<file path="config.mk">
export PLATFORM = sky130hd
export DESIGN_NAME = pspc_top
export DESIGN_NICKNAME = d
export VERILOG_FILES = /design/src/pspc_sync.v /design/src/pspc_top.v
export VERILOG_INCLUDE_DIRS = /design/src /design/src/src
export SDC_FILE = /design/constraint.sdc
export NUM_CORES = 1
export LEC_CHECK = 0
export BUFFER_PORTS_ARGS = -buffer_cell sky130_fd_sc_hd__buf_2
export CORE_ASPECT_RATIO = 0.6
export CORE_MARGIN = 10
export CORE_UTILIZATION = 35
export DETAILED_ROUTE_END_ITERATION = 10
export GPL_ROUTABILITY_DRIVEN = 0
export PLACE_DENSITY = 0.56
export REMOVE_ABC_BUFFERS = 1
export SLEW_MARGIN = 20
export SYNTH_ARGS = -nofsm -noshare
export SYNTH_HDL_FRONTEND = slang
export SYNTH_SLANG_ARGS = --single-unit
</file>
<file path="constraint.sdc">
create_clock -name clk_sys_i -period 1.2 [get_ports clk_sys_i]
set_input_delay 0.06 -clock clk_sys_i [delete_from_list [all_inputs] [get_ports clk_sys_i]]
set_output_delay 0.06 -clock clk_sys_i [all_outputs]
set_load 0.05 [all_outputs]
</file>
<file path="src/pspc_map.vh">
// Purpose: register map and field constants of the parallel slave port block
// Assumes: 8-bit register bus, byte offsets as printed
// Notes:   included by pspc_top.v
`ifndef PSPC_MAP_VH
`define PSPC_MAP_VH

// register offsets
`define PSPC_ADDR_DATA      8'h08
`define PSPC_ADDR_CTRL_PORT 8'h09
`define PSPC_ADDR_DIR_D     8'h88
`define PSPC_ADDR_DIR_STAT  8'h89

// ctrl_dir_status_reg fields
`define PSPC_BIT_IBF        7
`define PSPC_BIT_OBF        6
`define PSPC_BIT_IN_BUF_OVERFLOW       5
`define PSPC_BIT_MODE       4

// control pin positions
`define PSPC_PIN_RD         0
`define PSPC_PIN_WR         1
`define PSPC_PIN_CS         2

// reset values
`define PSPC_RST_DIR_D      8'hff
`define PSPC_RST_DIR_E      3'h7
`define PSPC_RST_DATA       8'h00
`define PSPC_RST_CTRL_PORT  3'h0

// core cycles from detected end of strobe to done pulse, flag set one later
`define PSPC_DONE_DLY       2

`endif

</file>
<file path="src/pspc_sync.v">
// Purpose: two-flop synchroniser for asynchronous pins
// Assumes: single core clock
// Notes:   first stage is read only by the second
`timescale 1ns/1ps
`default_nettype none

module pspc_sync #(
    parameter WIDTH = 8
) (
    input  wire             clk_sys_i,
    input  wire             rst_i,
    input  wire [WIDTH-1:0] rst_val_i,
    input  wire [WIDTH-1:0] async_i,
    output wire [WIDTH-1:0] sync_o
);

    reg [WIDTH-1:0] meta_reg;
    reg [WIDTH-1:0] sync_reg;

    always @(posedge clk_sys_i) begin
        if (rst_i) begin
            meta_reg <= rst_val_i;
            sync_reg <= rst_val_i;
        end else begin
            meta_reg <= async_i;
            sync_reg <= meta_reg;
        end
    end

    assign sync_o = sync_reg;

endmodule // pspc_sync

`default_nettype wire

</file>
<file path="src/pspc_top.v">
// Purpose: data port and control port with parallel slave port mode
// Assumes: host strobes asynchronous, register bus synchronous to clk_sys_i
// Notes:   analog selection of control pins comes from outside
//
// Contract
// - data pins are general I/O or slave port data bus bits in slave mode
// - data direction register at 88h resets to all ones (inputs)
// - data latch at 08h undefined at power-on, kept over other resets
// - three control pins, each direction set independently
// - slave mode makes control pins read, write and chip-select inputs
// - control pin configured analog reads as zero
// - control direction bits still drive output enables while analog
// - after power-on control pins are analog and read zero
// - status register at 89h resets to 0000 -111, bit 3 reads zero
// - bits 2..0 set chip-select, write, read pin direction; one is input
// - low read with chip select drives output latch on data pins
// - low write with chip select captures data pins into input latch
// - chip select low selects; high makes strobes ineffective
// - end of write sets input-full and irq flag after fixed delay
// - input-full cleared only by processor read of input latch; code also clears it while the mode bit is zero
// - output-full clears on read detect, stays clear until processor write
// - overflow set by second host write before read, cleared by software
//
// Our own choice: the strobed register port.
`timescale 1ns/1ps
`default_nettype none
`include "pspc_map.vh"

module pspc_top #(
    parameter DONE_DLY = `PSPC_DONE_DLY
) (
    input  wire       clk_sys_i,
    input  wire       rst_i,
    input  wire       por_i,
    input  wire [7:0] addr_i,
    input  wire [7:0] wdata_i,
    input  wire       wr_i,
    input  wire       rd_i,
    output wire [7:0] rdata_o,
    input  wire [2:0] analog_sel_i,
    input  wire [7:0] data_pin_i,
    output wire [7:0] data_pin_o,
    output wire [7:0] data_pin_oe_o,
    input  wire [2:0] ctrl_pin_i,
    output wire [2:0] ctrl_pin_o,
    output wire [2:0] ctrl_pin_oe_o,
    output wire       slave_port_irq_flag_o
);

    ////////////////////////////////////////////////////////////////////////////
    // address decode

    function dec;
        input [7:0] a;
        input [7:0] off;
        begin
            dec = (a == off);
        end
    endfunction

    ////////////////////////////////////////////////////////////////////////////
    // synchronisers

    wire [7:0] data_sync;
    wire [2:0] ctrl_sync;

    pspc_sync #(
        .WIDTH (8)
    ) u_sync_data (
        .clk_sys_i (clk_sys_i),
        .rst_i     (rst_i),
        .rst_val_i (8'h00),
        .async_i   (data_pin_i),
        .sync_o    (data_sync)
    );

    pspc_sync #(
        .WIDTH (3)
    ) u_sync_ctrl (
        .clk_sys_i (clk_sys_i),
        .rst_i     (rst_i),
        .rst_val_i (3'h7),
        .async_i   (ctrl_pin_i),
        .sync_o    (ctrl_sync)
    );

    ////////////////////////////////////////////////////////////////////////////
    // state

    reg [7:0]          out_latch_reg;
    reg [7:0]          in_latch_reg;
    reg [2:0]          ctrl_latch_reg;
    reg [7:0]          dir_d_reg;
    reg [2:0]          dir_e_reg;
    reg                mode_reg;
    reg                ibf_reg;
    reg                obf_reg;
    reg                in_buf_overflow_reg;
    reg                wr_act_reg;
    reg                rd_act_reg;
    reg [DONE_DLY-1:0] wr_done_sh_reg;
    reg [DONE_DLY-1:0] rd_done_sh_reg;
    reg [7:0]          rdata_reg;
    reg [7:0]          data_o_reg;
    reg [7:0]          data_oe_reg;
    reg [2:0]          ctrl_o_reg;
    reg [2:0]          ctrl_oe_reg;
    reg                irq_reg;

    wire sel_data = dec(addr_i, `PSPC_ADDR_DATA);
    wire sel_port = dec(addr_i, `PSPC_ADDR_CTRL_PORT);
    wire sel_dird = dec(addr_i, `PSPC_ADDR_DIR_D);
    wire sel_stat = dec(addr_i, `PSPC_ADDR_DIR_STAT);

    ////////////////////////////////////////////////////////////////////////////
    // host strobe detection

    wire cs_n    = ctrl_sync[`PSPC_PIN_CS];
    wire wr_n    = ctrl_sync[`PSPC_PIN_WR];
    wire rd_n    = ctrl_sync[`PSPC_PIN_RD];
    wire wr_act  = mode_reg & ~cs_n & ~wr_n;
    wire rd_act  = mode_reg & ~cs_n & ~rd_n;
    wire wr_rise = wr_act & ~wr_act_reg;
    wire wr_end  = ~wr_act & wr_act_reg;
    wire rd_rise = rd_act & ~rd_act_reg;
    wire rd_end  = ~rd_act & rd_act_reg;
    wire wr_done = wr_done_sh_reg[DONE_DLY-1];
    wire rd_done = rd_done_sh_reg[DONE_DLY-1];

    wire cpu_wr_data = wr_i & sel_data;
    wire cpu_rd_data = rd_i & sel_data;
    wire cpu_wr_stat = wr_i & sel_stat;

    ////////////////////////////////////////////////////////////////////////////
    // read mux

    wire [7:0] stat_val = {ibf_reg, obf_reg, in_buf_overflow_reg, mode_reg, 1'b0, dir_e_reg};
    wire [2:0] port_val;

    genvar gi;

    generate
        for (gi = 0; gi < 3; gi = gi + 1) begin : g_port_val
            assign port_val[gi] = analog_sel_i[gi] ? 1'b0 : ctrl_sync[gi];
        end
    endgenerate

    reg [7:0] rdata_next;

    always @* begin
        rdata_next = 8'h00;
        if (rd_i) begin
            if (sel_data) begin
                rdata_next = mode_reg ? in_latch_reg : data_sync;
            end else if (sel_port) begin
                rdata_next = {5'h00, port_val};
            end else if (sel_dird) begin
                rdata_next = dir_d_reg;
            end else if (sel_stat) begin
                rdata_next = stat_val;
            end
        end
    end

    ////////////////////////////////////////////////////////////////////////////
    // data and control latches

    always @(posedge clk_sys_i) begin
        if (rst_i && por_i) begin
            out_latch_reg  <= `PSPC_RST_DATA;
            in_latch_reg   <= `PSPC_RST_DATA;
            ctrl_latch_reg <= `PSPC_RST_CTRL_PORT;
        end else begin
            if (cpu_wr_data) begin
                out_latch_reg <= wdata_i;
            end
            if (wr_act) begin
                in_latch_reg <= data_sync;
            end
            if (wr_i && sel_port) begin
                ctrl_latch_reg <= wdata_i[2:0];
            end
        end
    end

    ////////////////////////////////////////////////////////////////////////////
    // configuration registers

    always @(posedge clk_sys_i) begin
        if (rst_i) begin
            dir_d_reg <= `PSPC_RST_DIR_D;
            dir_e_reg <= `PSPC_RST_DIR_E;
            mode_reg  <= 1'b0;
        end else begin
            if (wr_i && sel_dird) begin
                dir_d_reg <= wdata_i;
            end
            if (cpu_wr_stat) begin
                dir_e_reg <= wdata_i[2:0];
                mode_reg  <= wdata_i[`PSPC_BIT_MODE];
            end
        end
    end

    ////////////////////////////////////////////////////////////////////////////
    // status flags, set wins over clear except the clear while the mode bit is zero

    always @(posedge clk_sys_i) begin
        if (rst_i) begin
            ibf_reg  <= 1'b0;
            obf_reg  <= 1'b0;
            in_buf_overflow_reg <= 1'b0;
        end else begin
            if (!mode_reg) begin
                ibf_reg <= 1'b0;
            end else if (wr_done) begin
                ibf_reg <= 1'b1;
            end else if (cpu_rd_data) begin
                ibf_reg <= 1'b0;
            end
            if (!mode_reg) begin
                obf_reg <= 1'b0;
            end else if (cpu_wr_data) begin
                obf_reg <= 1'b1;
            end else if (rd_rise) begin
                obf_reg <= 1'b0;
            end
            if (wr_rise && ibf_reg) begin
                in_buf_overflow_reg <= 1'b1;
            end else if (cpu_wr_stat) begin
                in_buf_overflow_reg <= wdata_i[`PSPC_BIT_IN_BUF_OVERFLOW];
            end
        end
    end

    ////////////////////////////////////////////////////////////////////////////
    // strobe history and completion delay

    always @(posedge clk_sys_i) begin
        if (rst_i) begin
            wr_act_reg     <= 1'b0;
            rd_act_reg     <= 1'b0;
            wr_done_sh_reg <= {DONE_DLY{1'b0}};
            rd_done_sh_reg <= {DONE_DLY{1'b0}};
        end else begin
            wr_act_reg     <= wr_act;
            rd_act_reg     <= rd_act;
            wr_done_sh_reg <= {wr_done_sh_reg[DONE_DLY-2:0], wr_end};
            rd_done_sh_reg <= {rd_done_sh_reg[DONE_DLY-2:0], rd_end};
        end
    end

    ////////////////////////////////////////////////////////////////////////////
    // read data register

    always @(posedge clk_sys_i) begin
        if (rst_i) begin
            rdata_reg <= 8'h00;
        end else begin
            rdata_reg <= rdata_next;
        end
    end

    ////////////////////////////////////////////////////////////////////////////
    // pin drivers

    wire [7:0] data_oe_next;

    generate
        for (gi = 0; gi < 8; gi = gi + 1) begin : g_data_oe
            assign data_oe_next[gi] = mode_reg ? rd_act : ~dir_d_reg[gi];
        end
    endgenerate

    ////////////////////////////////////////////////////////////////////////////
    // registered outputs

    always @(posedge clk_sys_i) begin
        if (rst_i) begin
            data_o_reg  <= 8'h00;
            data_oe_reg <= 8'h00;
            ctrl_o_reg  <= 3'h0;
            ctrl_oe_reg <= 3'h0;
            irq_reg     <= 1'b0;
        end else begin
            data_o_reg  <= out_latch_reg;
            data_oe_reg <= data_oe_next;
            ctrl_o_reg  <= ctrl_latch_reg;
            ctrl_oe_reg <= ~dir_e_reg;
            irq_reg     <= wr_done | rd_done;
        end
    end

    assign rdata_o               = rdata_reg;
    assign data_pin_o            = data_o_reg;
    assign data_pin_oe_o         = data_oe_reg;
    assign ctrl_pin_o            = ctrl_o_reg;
    assign ctrl_pin_oe_o         = ctrl_oe_reg;
    assign slave_port_irq_flag_o = irq_reg;

endmodule // pspc_top

`default_nettype wire

</file>
## Word-level counts from Yosys, hierarchy flattened

Index checks and enable logic that the tools add are counted.

- Input bits: 35
- Word-level logic and storage cells: 87
- Flip-flop bits (word level): 93
- Output and inout bits: 31

- Multiplexer cells: 22
- Equality and inequality tests: 4
- Reduce and logical (&&, ||, !) cells: 9
- Bitwise gates (word level): 29

Operators with widths:

| operator | count |
|---|---|
| $mux W8 | 5 |
| $mux W1 | 17 |
| $not A1 Y1 | 17 |
| $eq A8 B4 Y1 const B | 2 |
| $eq A8 B8 Y1 const B | 2 |
| $and A1 B1 Y1 | 10 |
| $reduce_bool A2 Y1 | 3 |
| $logic_and A1 B1 Y1 | 4 |
| $reduce_or A2 Y1 | 2 |
| $not A3 Y3 | 1 |
| $or A1 B1 Y1 | 1 |

## Depth between registers and ports, before layout

- Depth in word-level cells: 6
- Gate-level depth with buffers: 5
- Gate-level depth less buffers: 3

## Cells and area by module

A second synthesis with hierarchy kept.

- Cells, all modules: 331
- Area, all modules: 3563.4 µm²

Modules (own cells, without submodules):

| module | instances | cells each | seq. area each (µm²) | area each (µm²) |
|---|---|---|---|---|
| pspc_top | 1 | 284 | 1421.4 | 2772.7 |
| pspc_sync (u_sync_data) | 1 | 34 | 320.3 | 569.3 |
| pspc_sync (u_sync_ctrl) | 1 | 13 | 120.1 | 221.5 |

## Least setup slack after synthesis

OpenSTA, ideal clock, no wires.

- Path kind: register -> register
- Start point: reg mode_reg
- End point: reg rdata_reg[3] (netlist: rdata_o[3])
- Clock period less this slack: 1.324 ns
- Required time: 1.082 ns
- Setup time: 0.118 ns
- Cell stages (with the launch flop): 5
- Path buffers: 1
- Arrival: 1.205 ns
- Setup slack: -0.124 ns
- Cell sequence: dfxtp_1 clkbuf_1 mux2_2 a22oi_1 nor3_1

- Cells in the longest elaborated chain, start to end: 2

Ends and longest elaborated chain:

| what | line | RTL |
|---|---|---|
| start, declared | pspc_top.v:95 | `reg mode_reg;` |
| start signal, assigned | pspc_top.v:200 | `` mode_reg <= wdata_i[`PSPC_BIT_MODE]; `` |
| $mux W8 | pspc_top.v:154 | `rdata_next = mode_reg ? in_latch_reg : data_sync;` |
| $mux W8 | pspc_top.v:153 | `if (sel_data) begin` |
| end signal, assigned | pspc_top.v:260 | `rdata_reg <= rdata_next;` |
| end, declared | pspc_top.v:103 | `reg [7:0] rdata_reg;` |

No other way between the ends.
A chain may end at the register's enable or synchronous reset.

## Final worst setup path

- Start point: reg mode_reg
- End point: reg in_latch_reg[1]

- Cells in the longest elaborated chain, start to end: 2

Ends and longest elaborated chain:

| what | line | RTL |
|---|---|---|
| $and A1 B1 Y1 (2 in series) | pspc_top.v:121 | `wire wr_act = mode_reg & ~cs_n & ~wr_n;` |
| end signal, assigned | pspc_top.v:171 | `` in_latch_reg <= `PSPC_RST_DATA; `` |
| end signal, assigned | pspc_top.v:178 | `in_latch_reg <= data_sync;` |
| end, declared | pspc_top.v:91 | `reg [7:0] in_latch_reg;` |

No other way between the ends.

==> results.ini <==
[sta]
timing.final.crit_share=1.04
hold_violations=0
max_freq_mhz=800
hold_slack_ns=0.00575
slew_viol_final=0
report.final.setup_viol=8
fin_ws_ns=-0.0501
tightest_slew_ns=0.451
skew_ns=0.00680
max_slew_margin=0.699
rsz0062_at_grt=yes
layout_min_cycle_time_ns=1.25

[final_layout]
final_cell_area_um2=4480
final_net_count=461
multi_input_area_um2=1380
register_area_um2=1860
final_cells=561
layout-drive-gt1-share=0.327
insertedDiodeCount=0
n_fill_cell=851
area_growth_pct=34.9

[floorplanning]
core_um2=9220
die_w_um=146
rows=27
die_area_um2=13900
initial_core_util=0.360
pin_count=66
die_h_um=95.4

[yosys]
syn_inst=329
synth_cell_type_count=40
yosysTopAreaCellShare=0.561
async_reset_ff_frac=0
synth-edff-count=0
yosysMostFrequentCell=dfxtp_1
netlist_area_um2=3320
ys_warn_count=0
yosys_register_bits=93
synth.top_cells.by_count=dfxtp_1 (93), nor2_1 (30), nor2b_1 (21)
synth_area_leaders=dfxtp_1 (56%), mux2i_1 (5.7%), mux2_2 (4.1%), nor2b_1 (4.0%), nor2_1 (3.4%)
yosys_most_used_dff=dfxtp_1
synth_top_cell_by_area=dfxtp_1
synth.avg_cell_area_um2=10.1
yosysSeqAreaShare=0.561

[critical_path]
slowest_delay_ns=0.34
cp.arrival_ns=1.49
r2r-end=in_latch_reg[1]
required_ns=1.44
worstSetupEndpointType=flip-flop
path_common_cell=buf_6
start_kind=flip-flop
cp_max_fo=6
crit_type=reg2reg
reg2regPathDepth=5
crit_chain=buf_6 > nor3b_4 > buf_6 > mux2i_1 > nor2_1
crit_slowest_cell=dfxtp_2
crit_buf_inv=2
regToRegSetupSlack_ns=-0.05
crit_family=flip-flops
reg2reg_from=mode_reg

[run_status]
violations=setup timing
status=finished, violations left

[routing]
drc=0
drt_wl_total_um=8740
drtPass1Iterations=4
postRouteAntennaNets=0
viasPerCell=4.74
wl_per_cell_um=15.6
drt_iter0_markers=235
via_count=2659

[clock_network]
clk_path_buf_depth=2
clk_pin_slew_ns=0.07
cts.sinks=93
tritoncts=built
clk_latency_ns=0.34
htree_levels=3
clockRootBuffer=clkbuf_16
cts_buffers=9

[grt]
grt_pass1_vias=2709
antenna_found_initial=0
grt_pass1_wl_um=14200
gr-usage-all-layers=0.128
grt_max_degree=24
overflow=0

[job]
drv_cap=0

[placed_design]
post-place-ws_ns=-0.158
dp_hpwl_um=6420
dp.cells=528
postPlaceCellArea_um2=3930
port_buffers=65

[power]
p_seq_frac=0.507
powerDensity_nw_per_um2=1380
clkPwrFrac=0.432
leakage_uw=0.00190
switching_share=0.230
internal_power_uw=4770
ir_worst_vdd_mv=0.823
p_sw_uw=1420
p_comb_frac=0.061

[worst_hold_path]
min_to=out_latch_reg[4]
holdPathStages=3
hold_class=in2reg
worstHoldStart=wdata_i[4]

==> metal layers <==
| layer | vias to the layer above | part of all wire | global-route usage |
|---|---|---|---|
| li1 | 1335 | - | - |
| met1 | 1211 | 0.50 | 0.172 |
| met2 | 97 | 0.39 | 0.178 |
| met3 | 16 | 0.10 | 0.0586 |
| met4 | 0 | 0.016 | 0.0427 |
| met5 | - | 0 | 0 |
==> what timing repair did <==
action	4_1_cts	5_1_grt
hold buffers	15	0
endpoints found under the hold margin	19	0
gates resized for setup	12	10
endpoints found under the setup margin	19	26
pin swaps	0	2
buffers inserted	1	0
gates cloned	1	0
==> worst min-delay path, delay by kind of cell <==
| kind | cells | cell delay [ns] |
|---|---|---|
| buf+inv | 1 | 0.12 |
| simple gates | 1 | 0.05 |
| mux | 1 | 0.06 |
==> kinds of logic (layout without fill, tap and decap cells) <==
logic type,Yosys count,count (layout),share of synthesized area
AO/OA/AOI/OAI,50,50,0.0999
buffers and inverters,40,142,0.0494
flip-flops,93,93,0.561
multiplexers,31,31,0.0980
AND/OR/NAND/NOR,115,115,0.192
==> area by class of cell <==
type | instances | share of cell area
multi-input cells | 196 | 0.309
repair buffers | 107 | 0.160
well taps | 130 | 0.0363
clock inverters | 6 | 0.0101
flip-flops and latches | 93 | 0.416
inverters | 19 | 0.0159
clock buffers | 10 | 0.0534
==> worst max-delay path by stage <==
stage / start / endpoint / slack (ns) / cells after the start
finish: mode_reg / in_latch_reg[1] / -0.05 / 5
global route: mode_reg / in_latch_reg[1] / -0.10 / 5
CTS: mode_reg / rdata_o[0] / -0.02 / 4
detailed placement: addr_i[5] / ctrl_latch_reg[1] / -0.16 / 4
global placement: addr_i[1] / out_latch_reg[7] / -0.09 / 6
floorplan: mode_reg / in_latch_reg[0] / -0.88 / 3
==> layout by cell type, fill, tap and decap left out, types with 2 or more instances in the layout <==
cell type      instances
a211oi_1               2
a21oi_1                9
a221oi_2               2
a311oi_1               4
a31oi_1                8
a32oi_1                3
and2_1                 2
buf_12                 2
buf_2                 65
buf_4                 22
buf_6                  3
clkbuf_16              9
clkinvlp_4             3
dfxtp_1               92
dlygate4sd3_1         15
inv_1                 19
inv_6                  2
mux2_2                11
mux2i_1               19
nand2_1               19
nand3_1                9
nand4_1                5
nor2_1                30
nor2b_1               21
nor3_1                 2
nor3b_1                2
nor3b_4                2
nor4_1                 4
nor4b_2                2
o21ai_0                7
o21ai_1                4
o31ai_1                6
or2_2                  6
or4b_1                 2
==> metrics by stage <==
step	util	total power [uW]	TNS [ns]
after CTS	0.480	6260	-0.0489
final	0.485	6190	-0.212
after global routing	0.485	6410	-0.984
after detailed placement	0.427	3530	-2.73
after floorplan	-	3330	-24.49
after global placement	0.427	3530	-1.95
==> power groups by stage <==
stage / Combinational [uW] / Clock (uW) / Sequential (uW)
3_5_place_dp: 326 / 0 / 3210
5_1_grt: 415 / 2860 / 3140
4_1_cts: 369 / 2760 / 3140
2_1_floorplan: 121 / 0 / 3210
6_report: 378 / 2670 / 3140
3_3_place_gp: 319 / 0 / 3210
Note: power is estimated with default switching activity, not from simulation.
